**src/ddr_phy_misc_pkg.sv**
```systemverilog
// Register map and field layout of the PHY miscellaneous and elastic FIFO control bank
package ddr_phy_misc_pkg;
	localparam logic [11:0] PHY_MISC_CONTROL_TWO_OFS       = 12'h134;
	localparam logic [11:0] ELASTIC_FIFO_CONTROL_OFS       = 12'h138;
	localparam logic [11:0] COMMAND_CLOCK_TREE_CONTROL_OFS = 12'h13c;

	// Field positions of the PHY miscellaneous register
	localparam int CLOCK_EN_POS       = 23;
	localparam int CMD_POS_ADJ_LSB    = 20;
	localparam int DUTY_ADJ_LSB       = 16;
	localparam int SELF_REFRESH_POS   = 15;
	localparam int PAD_VOLTAGE_POS    = 14;
	localparam int GATE_CHECK_POS     = 13;
	localparam int EYE_CHECK_POS      = 12;
	localparam int VREF_SEL_LSB       = 8;
	localparam int DATA_DRIVE_LSB     = 4;
	localparam int CMD_DRIVE_LSB      = 0;

	// Field positions of the elastic FIFO control register
	localparam int FIFO_RESET_POS     = 8;
	localparam int AUTO_RESET_POS     = 4;
	localparam int READ_SYNC_LSB      = 2;
	localparam int CMD_SYNC_LSB       = 0;

	// Field positions of the command clock tree register
	localparam int CMD_SKEW_LSB       = 8;
	localparam int CMD_TREE_DELAY_LSB = 0;

	// Reset values
	localparam logic       CLOCK_EN_RST     = 1'h1;
	localparam logic [2:0] CMD_POS_ADJ_RST  = 3'h7;
	localparam logic [3:0] DUTY_ADJ_RST     = 4'h8;
	localparam logic       SELF_REFRESH_RST = 1'h1;
	localparam logic       PAD_VOLTAGE_RST  = 1'h1;
	localparam logic       GATE_CHECK_RST   = 1'h0;
	localparam logic       EYE_CHECK_RST    = 1'h0;
	localparam logic [2:0] VREF_SEL_RST     = 3'h4;
	localparam logic [2:0] DATA_DRIVE_RST   = 3'h1;
	localparam logic [2:0] CMD_DRIVE_RST    = 3'h7;
	localparam logic       AUTO_RESET_RST   = 1'h0;
	localparam logic [1:0] READ_SYNC_RST    = 2'h0;
	localparam logic [1:0] CMD_SYNC_RST     = 2'h0;
	localparam logic [2:0] CMD_SKEW_RST     = 3'h3;
	localparam logic [4:0] CMD_TREE_DLY_RST = 5'h0;

	// Highest legal synchronization position
	localparam logic [1:0] SYNC_POS_MAX     = 2'h2;
	// Read data returned for unmapped addresses
	localparam logic [31:0] UNMAPPED_DATA   = 32'h00000000;
endpackage

```
**src/ddr_phy_misc_efifo_control.sv**
```systemverilog
// Control register bank for the DDR2 PHY clocking, pads and elastic FIFO
`timescale 1ns/100ps
`default_nettype none

module ddr_phy_misc_efifo_control
	import ddr_phy_misc_pkg::*;
(
	// Clock and reset
	input  wire logic        ref_clk,
	input  wire logic        rst_n,
	// Avalon-MM slave
	input  wire logic [11:0] address,
	input  wire logic        read,
	input  wire logic        write,
	input  wire logic [31:0] writedata,
	input  wire logic [3:0]  byteenable,
	output logic      [31:0] readdata,
	output logic             waitrequest,
	output logic      [1:0]  response,
	// Controller status
	input  wire logic        selfRefreshActive,
	// PHY controls
	output logic             phyClockEn,
	output logic      [2:0]  cmdAddrPositionAdjust,
	output logic      [3:0]  memclkDutyAdjust,
	output logic             selfRefreshHoldN,
	output logic             padVoltageSelect,
	output logic             gateMarginCheckEn,
	output logic             dataEyeCheckEn,
	output logic      [2:0]  vrefRatioSelect,
	output logic      [2:0]  dataDriveStrength,
	output logic      [2:0]  cmdDriveStrength,
	output logic             efifoReset,
	output logic      [1:0]  readSyncPosition,
	output logic      [1:0]  cmdSyncPosition,
	output logic      [2:0]  cmdBlockSkew,
	output logic      [4:0]  cmdBlockTreeDelay
);

	// ==========================================================
	// Bus handshake
	// ==========================================================
	logic        ack_ff;
	logic        selfRefreshPrev_ff;
	logic [31:0] misc_ff;
	logic [31:0] fifo_ff;
	logic [31:0] tree_ff;

	// Clamp an undefined synchronization position onto the last valid stage
	function automatic logic [1:0] clampSync(input logic [1:0] pos);
		clampSync = (pos > SYNC_POS_MAX) ? SYNC_POS_MAX : pos;
	endfunction

	// Byte-enable merge of a write into a field mask
	function automatic logic [31:0] mergeWrite(input logic [31:0] old, input logic [31:0] mask);
		logic [31:0] lanes;
		lanes = {{8{byteenable[3]}}, {8{byteenable[2]}}, {8{byteenable[1]}}, {8{byteenable[0]}}};
		mergeWrite = ((old & ~(lanes & mask)) | (writedata & lanes & mask)) & mask;
	endfunction

	localparam logic [31:0] MISC_MASK = 32'h00fff777;
	localparam logic [31:0] FIFO_MASK = 32'h0000001f;
	localparam logic [31:0] TREE_MASK = 32'h0000071f;

	wire logic busReq    = (read | write) & ~ack_ff;
	// Write lands on the edge at which the master sees waitrequest low
	wire logic wrAccept  = write & ack_ff;
	wire logic hitMisc   = (address == PHY_MISC_CONTROL_TWO_OFS);
	wire logic hitFifo   = (address == ELASTIC_FIFO_CONTROL_OFS);
	wire logic hitTree   = (address == COMMAND_CLOCK_TREE_CONTROL_OFS);
	wire logic hitAny    = hitMisc | hitFifo | hitTree;

	// One wait cycle, then the answer is given with waitrequest low
	always_ff @(posedge ref_clk or negedge rst_n)
	begin
		if (!rst_n)
			ack_ff <= 1'b0;
		else
			ack_ff <= busReq;
	end

	always_ff @(posedge ref_clk or negedge rst_n)
	begin
		if (!rst_n)
			waitrequest <= 1'b1;
		else
			waitrequest <= ~busReq;
	end

	always_ff @(posedge ref_clk or negedge rst_n)
	begin
		if (!rst_n)
		begin
			readdata <= 32'h00000000;
			response <= 2'h0;
		end
		else if (busReq)
		begin
			response <= hitAny ? 2'h0 : 2'h3;
			if (!read || !hitAny)
				readdata <= UNMAPPED_DATA;
			else if (hitMisc)
				readdata <= misc_ff;
			else if (hitFifo)
				readdata <= fifo_ff;
			else
				readdata <= tree_ff;
		end
	end

	// ==========================================================
	// Register storage
	// ==========================================================
	always_ff @(posedge ref_clk or negedge rst_n)
	begin
		if (!rst_n)
		begin
			misc_ff <= 32'h00000000;
			misc_ff[CLOCK_EN_POS] <= CLOCK_EN_RST;
			misc_ff[CMD_POS_ADJ_LSB +: 3] <= CMD_POS_ADJ_RST;
			misc_ff[DUTY_ADJ_LSB +: 4] <= DUTY_ADJ_RST;
			misc_ff[SELF_REFRESH_POS] <= SELF_REFRESH_RST;
			misc_ff[PAD_VOLTAGE_POS] <= PAD_VOLTAGE_RST;
			misc_ff[GATE_CHECK_POS] <= GATE_CHECK_RST;
			misc_ff[EYE_CHECK_POS] <= EYE_CHECK_RST;
			misc_ff[VREF_SEL_LSB +: 3] <= VREF_SEL_RST;
			misc_ff[DATA_DRIVE_LSB +: 3] <= DATA_DRIVE_RST;
			misc_ff[CMD_DRIVE_LSB +: 3] <= CMD_DRIVE_RST;
		end
		else if (wrAccept && hitMisc)
			misc_ff <= mergeWrite(misc_ff, MISC_MASK);
	end

	// FIFO reset bit is never stored, so it always reads back as zero
	always_ff @(posedge ref_clk or negedge rst_n)
	begin
		if (!rst_n)
		begin
			fifo_ff <= 32'h00000000;
			fifo_ff[AUTO_RESET_POS] <= AUTO_RESET_RST;
			fifo_ff[READ_SYNC_LSB +: 2] <= READ_SYNC_RST;
			fifo_ff[CMD_SYNC_LSB +: 2] <= CMD_SYNC_RST;
		end
		else if (wrAccept && hitFifo)
			fifo_ff <= mergeWrite(fifo_ff, FIFO_MASK);
	end

	always_ff @(posedge ref_clk or negedge rst_n)
	begin
		if (!rst_n)
		begin
			tree_ff <= 32'h00000000;
			tree_ff[CMD_SKEW_LSB +: 3] <= CMD_SKEW_RST;
			tree_ff[CMD_TREE_DELAY_LSB +: 5] <= CMD_TREE_DLY_RST;
		end
		else if (wrAccept && hitTree)
			tree_ff <= mergeWrite(tree_ff, TREE_MASK);
	end

	// ==========================================================
	// Elastic FIFO reset pulse
	// ==========================================================
	wire logic swFifoReset   = wrAccept & hitFifo & byteenable[1] & writedata[FIFO_RESET_POS];
	wire logic srEntry       = selfRefreshActive & ~selfRefreshPrev_ff;

	always_ff @(posedge ref_clk or negedge rst_n)
	begin
		if (!rst_n)
			selfRefreshPrev_ff <= 1'b0;
		else
			selfRefreshPrev_ff <= selfRefreshActive;
	end

	always_ff @(posedge ref_clk or negedge rst_n)
	begin
		if (!rst_n)
			efifoReset <= 1'b0;
		else
			efifoReset <= swFifoReset | (srEntry & fifo_ff[AUTO_RESET_POS]);
	end

	// ==========================================================
	// PHY control outputs
	// ==========================================================
	always_ff @(posedge ref_clk or negedge rst_n)
	begin
		if (!rst_n)
		begin
			phyClockEn            <= CLOCK_EN_RST;
			cmdAddrPositionAdjust <= CMD_POS_ADJ_RST;
			memclkDutyAdjust      <= DUTY_ADJ_RST;
			selfRefreshHoldN      <= SELF_REFRESH_RST;
			padVoltageSelect      <= PAD_VOLTAGE_RST;
			gateMarginCheckEn     <= GATE_CHECK_RST;
			dataEyeCheckEn        <= EYE_CHECK_RST;
			vrefRatioSelect       <= VREF_SEL_RST;
			dataDriveStrength     <= DATA_DRIVE_RST;
			cmdDriveStrength      <= CMD_DRIVE_RST;
			readSyncPosition      <= READ_SYNC_RST;
			cmdSyncPosition       <= CMD_SYNC_RST;
			cmdBlockSkew          <= CMD_SKEW_RST;
			cmdBlockTreeDelay     <= CMD_TREE_DLY_RST;
		end
		else
		begin
			phyClockEn            <= misc_ff[CLOCK_EN_POS];
			cmdAddrPositionAdjust <= misc_ff[CMD_POS_ADJ_LSB +: 3];
			memclkDutyAdjust      <= misc_ff[DUTY_ADJ_LSB +: 4];
			selfRefreshHoldN      <= misc_ff[SELF_REFRESH_POS];
			padVoltageSelect      <= misc_ff[PAD_VOLTAGE_POS];
			gateMarginCheckEn     <= misc_ff[GATE_CHECK_POS];
			dataEyeCheckEn        <= misc_ff[EYE_CHECK_POS];
			vrefRatioSelect       <= misc_ff[VREF_SEL_LSB + 2] ? 3'h4 : misc_ff[VREF_SEL_LSB +: 3];
			dataDriveStrength     <= misc_ff[DATA_DRIVE_LSB +: 3];
			cmdDriveStrength      <= misc_ff[CMD_DRIVE_LSB +: 3];
			readSyncPosition      <= clampSync(fifo_ff[READ_SYNC_LSB +: 2]);
			cmdSyncPosition       <= clampSync(fifo_ff[CMD_SYNC_LSB +: 2]);
			cmdBlockSkew          <= tree_ff[CMD_SKEW_LSB +: 3];
			cmdBlockTreeDelay     <= tree_ff[CMD_TREE_DELAY_LSB +: 5];
		end
	end
endmodule

`default_nettype wire

```
**config.mk**
```make
export PLATFORM = sky130hd
export DESIGN_NAME = ddr_phy_misc_efifo_control
export DESIGN_NICKNAME = d
export VERILOG_FILES = /design/src/ddr_phy_misc_pkg.sv /design/src/ddr_phy_misc_efifo_control.sv
export SDC_FILE = /design/constraint.sdc
export NUM_CORES = 1
export LEC_CHECK = 0
export ABC_CLOCK_PERIOD_IN_PS = 3250
export BUFFER_PORTS_ARGS = -buffer_cell sky130_fd_sc_hd__buf_2
export CAP_MARGIN = 10
export CORE_MARGIN = 2
export CORE_UTILIZATION = 40
export CTS_CLUSTER_SIZE = 25
export DETAILED_ROUTE_END_ITERATION = 6
export PLACE_DENSITY = 0.66
export REMOVE_ABC_BUFFERS = 1
export SETUP_SLACK_MARGIN = 0.02
export SYNTH_ARGS = -nofsm -noshare
export SYNTH_HDL_FRONTEND = slang
export SYNTH_SLANG_ARGS = --single-unit
export TNS_END_PERCENT = 30
```
**constraint.sdc**
```tcl
create_clock -name ref_clk -period 3.25 [get_ports ref_clk]
set_input_delay 0.325 -clock ref_clk [delete_from_list [all_inputs] [get_ports ref_clk]]
set_output_delay 0.325 -clock ref_clk [all_outputs]
set_load 0.02 [all_outputs]
```
-- Word-level counts from Yosys, hierarchy flattened
Cells that the tools add are included.
- bits in registers: 105
- bits of input ports: 53
- output and inout bits: 69
- logic and storage cells: 65
- $lt $le $gt $ge: 2
- equality and inequality tests: 3
- mux-type cells: 7
- bitwise logic cells: 24
- reduce and logical (&&, ||, !) cells: 6
- operator list (operator ; count):
    $mux W32 ; 2
    $and A24 B24 Y24 ; 2
    $eq A12 B9 Y1 const B ; 3
    $not A24 Y24 ; 1
    $or A24 B24 Y24 ; 1
    $and A11 B11 Y11 ; 1
    $mux W11 ; 1
    $not A11 Y11 ; 1
    $or A11 B11 Y11 ; 1
    $and A1 B1 Y1 ; 7
    $mux W2 ; 3
    $and A5 B5 Y5 ; 1
    $not A5 Y5 ; 1
    $or A5 B5 Y5 ; 1
    $gt A2 B2 Y1 const B ; 2
    $or A1 B1 Y1 ; 4
    $logic_and A1 B1 Y1 ; 3
    $mux W3 ; 1
    $not A1 Y1 ; 3
    $logic_not A1 Y1 ; 2
    $logic_or A1 B1 Y1 ; 1

-- Longest topological paths before layout
- depth after elaboration: 6
- gate-level depth with buffers: 6
- gate-level depth less buffers: 4

-- Least setup slack after synthesis
No wires, ideal clock.
- path kind: input port to flip-flop
- from: input port address[9]
- to: register (tool-made name)
- library setup time: 125 ps
- arrival time: 1865 ps
- required time: 3125 ps
- path slack: 1260 ps
- cell stages on the path: 5
- path buffers: 1
- path through: or4b_1 -> buf_2 -> nor4_4 -> nand4_1 -> mux2_2
- RTL lines (item ; line ; RTL):
    start: declaration ; ddr_phy_misc_efifo_control.sv:12 ; input wire logic [11:0] address,

==> results.cfg <==
[cells_and_area]
multi_input_area_um2 = 973
ff_latch_area_um2 = 2390
drive_above_1_share_pct = 55.3
antenna_cells = 0
num-nets-final = 388
num-fill-cells = 736
stdcell_count = 445
syn_to_final_growth_pct = 23.1

[yosys]
async_flop_share_pct = 100
synth_area_per_cell_um2 = 15.0
ys.flop_type = dfrtp_1
synth_cell_type_count = 36
netlist_top_cells_area = dfrtp_1 47%, dfstp_2 22%, mux2_2 11%
syn-cell-area_um2 = 3450
synth_seq_cells = 94
synth_edf_count = 0
yosys_warnings = 0
ys_seq_area_share_pct = 69.1
synthTopCellsByCount = 65 x dfrtp_1, 35 x mux2_2, 29 x dfstp_2, 15 x nand2_1, 14 x a22o_1
synth_top_cell_area_share_pct = 47.1
synthCells = 230
synth_most_common_cell = dfrtp_1
yosysTopAreaCell = dfrtp_1

[critical_path]
cpPeakStageDelay_ns = 0.67
critPathKind = in2reg
cp-startpoint = address[9]
crit_slowest_cell = or4b_1
crit_required_ns = 3.50
crit_path_start_kind = input port
crit_chain = buf_2 -> or4b_1 -> nor4_4 -> nand4_1 -> mux2_2
critical_path.max_fanout = 9
critPathCaptureType = flip-flop
r2r_start = ack_ff$_DFF_PN0_
crit_arrival_ns = 2.31
rr_worst_depth = 4

[clock_network]
clk_pin_slew_worst_paths_ns = 0.09
h-tree-depth = 3
clock_latency_ns = 0.36
cts_root_buffer = clkbuf_8
cts_tree = built
cts_max_path_buffers = 2
numCtsBuffers = 9
cts_resized = 0
clkSinkCount = 94

[pwr]
p_per_area_nw_per_um2 = 487
power.total_mw = 2.07
p_sw_mw = 0.481
max-vdd-ir-drop_uv = 248
power_frac_seq_pct = 57.0
p_leak_nw = 2.25
clkPwrFrac_pct = 37.8
p_sw_share_pct = 23.2
p_int_mw = 1.59
pwr-share-comb_pct = 5.3

[die]
io_pins = 122
die-area_um2 = 9400
die_width_um = 96.9
start_util_pct = 41.6
row_count = 33
core-area_um2 = 8300
chipHeight_um = 96.9

[hold_path]
min_from = selfRefreshActive
min_delay_path_depth = 1
hp-class = in2reg

[timing]
min_period_ns = 2.06
max_slew_margin_pct = 47.2
worst_slack_ns = 1.19
report.final.slew_viol_count = 0
hold_violations = 0
max_freq_mhz = 486
fin_tns_setup_ns = 0
fin_skew_ns = 0.0132
setup_viol = 0
min_period_over_period_pct = 63.3
rsz0062_at_grt = no
worst_pin_slew_ns = 0.785

[drt]
postRouteAntennaNets = 0
drt-total-wl_mm = 7.12
drt-initial-drc-count = 51
first_pass_iters = 4
via_per_inst = 4.96
drc = 0
via_count = 2205
wl_per_cell_um = 16.0

[placed_design]
post-dp-hpwl_mm = 5.12
post-place-ws_ns = 0.816
port_buffers = 100
gp_congestion = 0.823
dp_cells = 428

[grt]
antenna_found_initial = 0
grt_usage_pct = 16.1
overflow = 0
grt_max_degree = 37
grt_pass1_vias = 2230
grt_pass1_wl_mm = 11.7

[outcome]
status = completed

[run]
drv_cap = 0
-- power by group through the flow --
| stage | combinational (mW) | sequential (mW) | clock, mW |
|---|---|---|---|
| after global routing | 0.121 | 1.18 | 0.860 |
| final | 0.109 | 1.18 | 0.781 |
| after global placement | 0.110 | 1.20 | 0 |
| after CTS | 0.111 | 1.18 | 0.808 |
| after floorplan | 0.0350 | 1.20 | 0 |
| after detailed placement | 0.110 | 1.20 | 0 |
-- worst paths after layout --
path                       slack [ns]                            end
max                              1.19                      flip-flop
min                              0.09   selfRefreshPrev_ff$_DFF_PN0_
max reg2reg                      1.61       readdata[10]$_DFFE_PN0P_
min reg2reg                      0.36     padVoltageSelect$_DFF_PN1_
max in group asynchronous        2.07  memclkDutyAdjust[3]$_DFF_PN1_
min in group asynchronous        0.39  readSyncPosition[0]$_DFF_PN0_
-- stage by stage --
stage                     utilization, %  hold WS [ns]  cell area (um^2)
after floorplan                        -        0.0294              3360
after global routing                51.2        0.0565              4250
after CTS                           51.2        0.0685              4250
after detailed placement            48.7         0.245              4040
after global placement              48.7         0.244              4040
final                               51.2        0.0864              4250
-- logic make-up after synthesis --
| logic type | after synthesis | share of synthesized area [%] |
|---|---|---|
| multiplexers | 35 | 11.4 |
| other | 1 | 0.109 |
| AO/OA/AOI/OAI | 32 | 7.35 |
| buffers and inverters | 24 | 4.02 |
| flip-flops | 94 | 69.1 |
| AND/OR/NAND/NOR | 44 | 7.97 |
-- layout make-up --
cell class	count	share of cell area, %
clock inverters	5	1.38
flip-flops and latches	94	56.2
clock buffers	11	3.33
inverters	4	0.353
repair buffers	105	12.8
multi-input cells	121	22.9
well taps	105	3.09
-- per-layer routing --
layer,routed length [um],vias up,GRT usage (%)
met5,0,-,0
met4,111,0,6.61
met3,508,11,4.91
met2,3390,86,24.8
met1,3110,1097,21.4
li1,-,1011,-
-- timing repair --
item | 4_1_cts | 5_1_grt
endpoints found under the hold margin | 19 | 0
setup endpoints to repair | 0 | 0
hold buffers | 1 | 0
setup buffers | 0 | 0
-- placed cells by master (no fill, tap or decap), types with 4 or more instances in the layout --
master     n
a22o_1    14
a22oi_1    4
buf_2     99
buf_4      5
clkbuf_8  10
conb_1    10
dfrtp_1   65
dfstp_2   29
inv_1      4
mux2_2    35
nand2_1   15
nand4_1    4
nor2_1     5
nor2b_1    5
o21ai_0    4
-- critical path: cells and delay by family --
family / cells / cell delay (ns)
AND/OR/NAND/NOR: 3 / 1.49
multiplexers: 1 / 0.39
buffers and inverters: 1 / 0.09
Note: power is estimated with default switching activity, not from simulation.
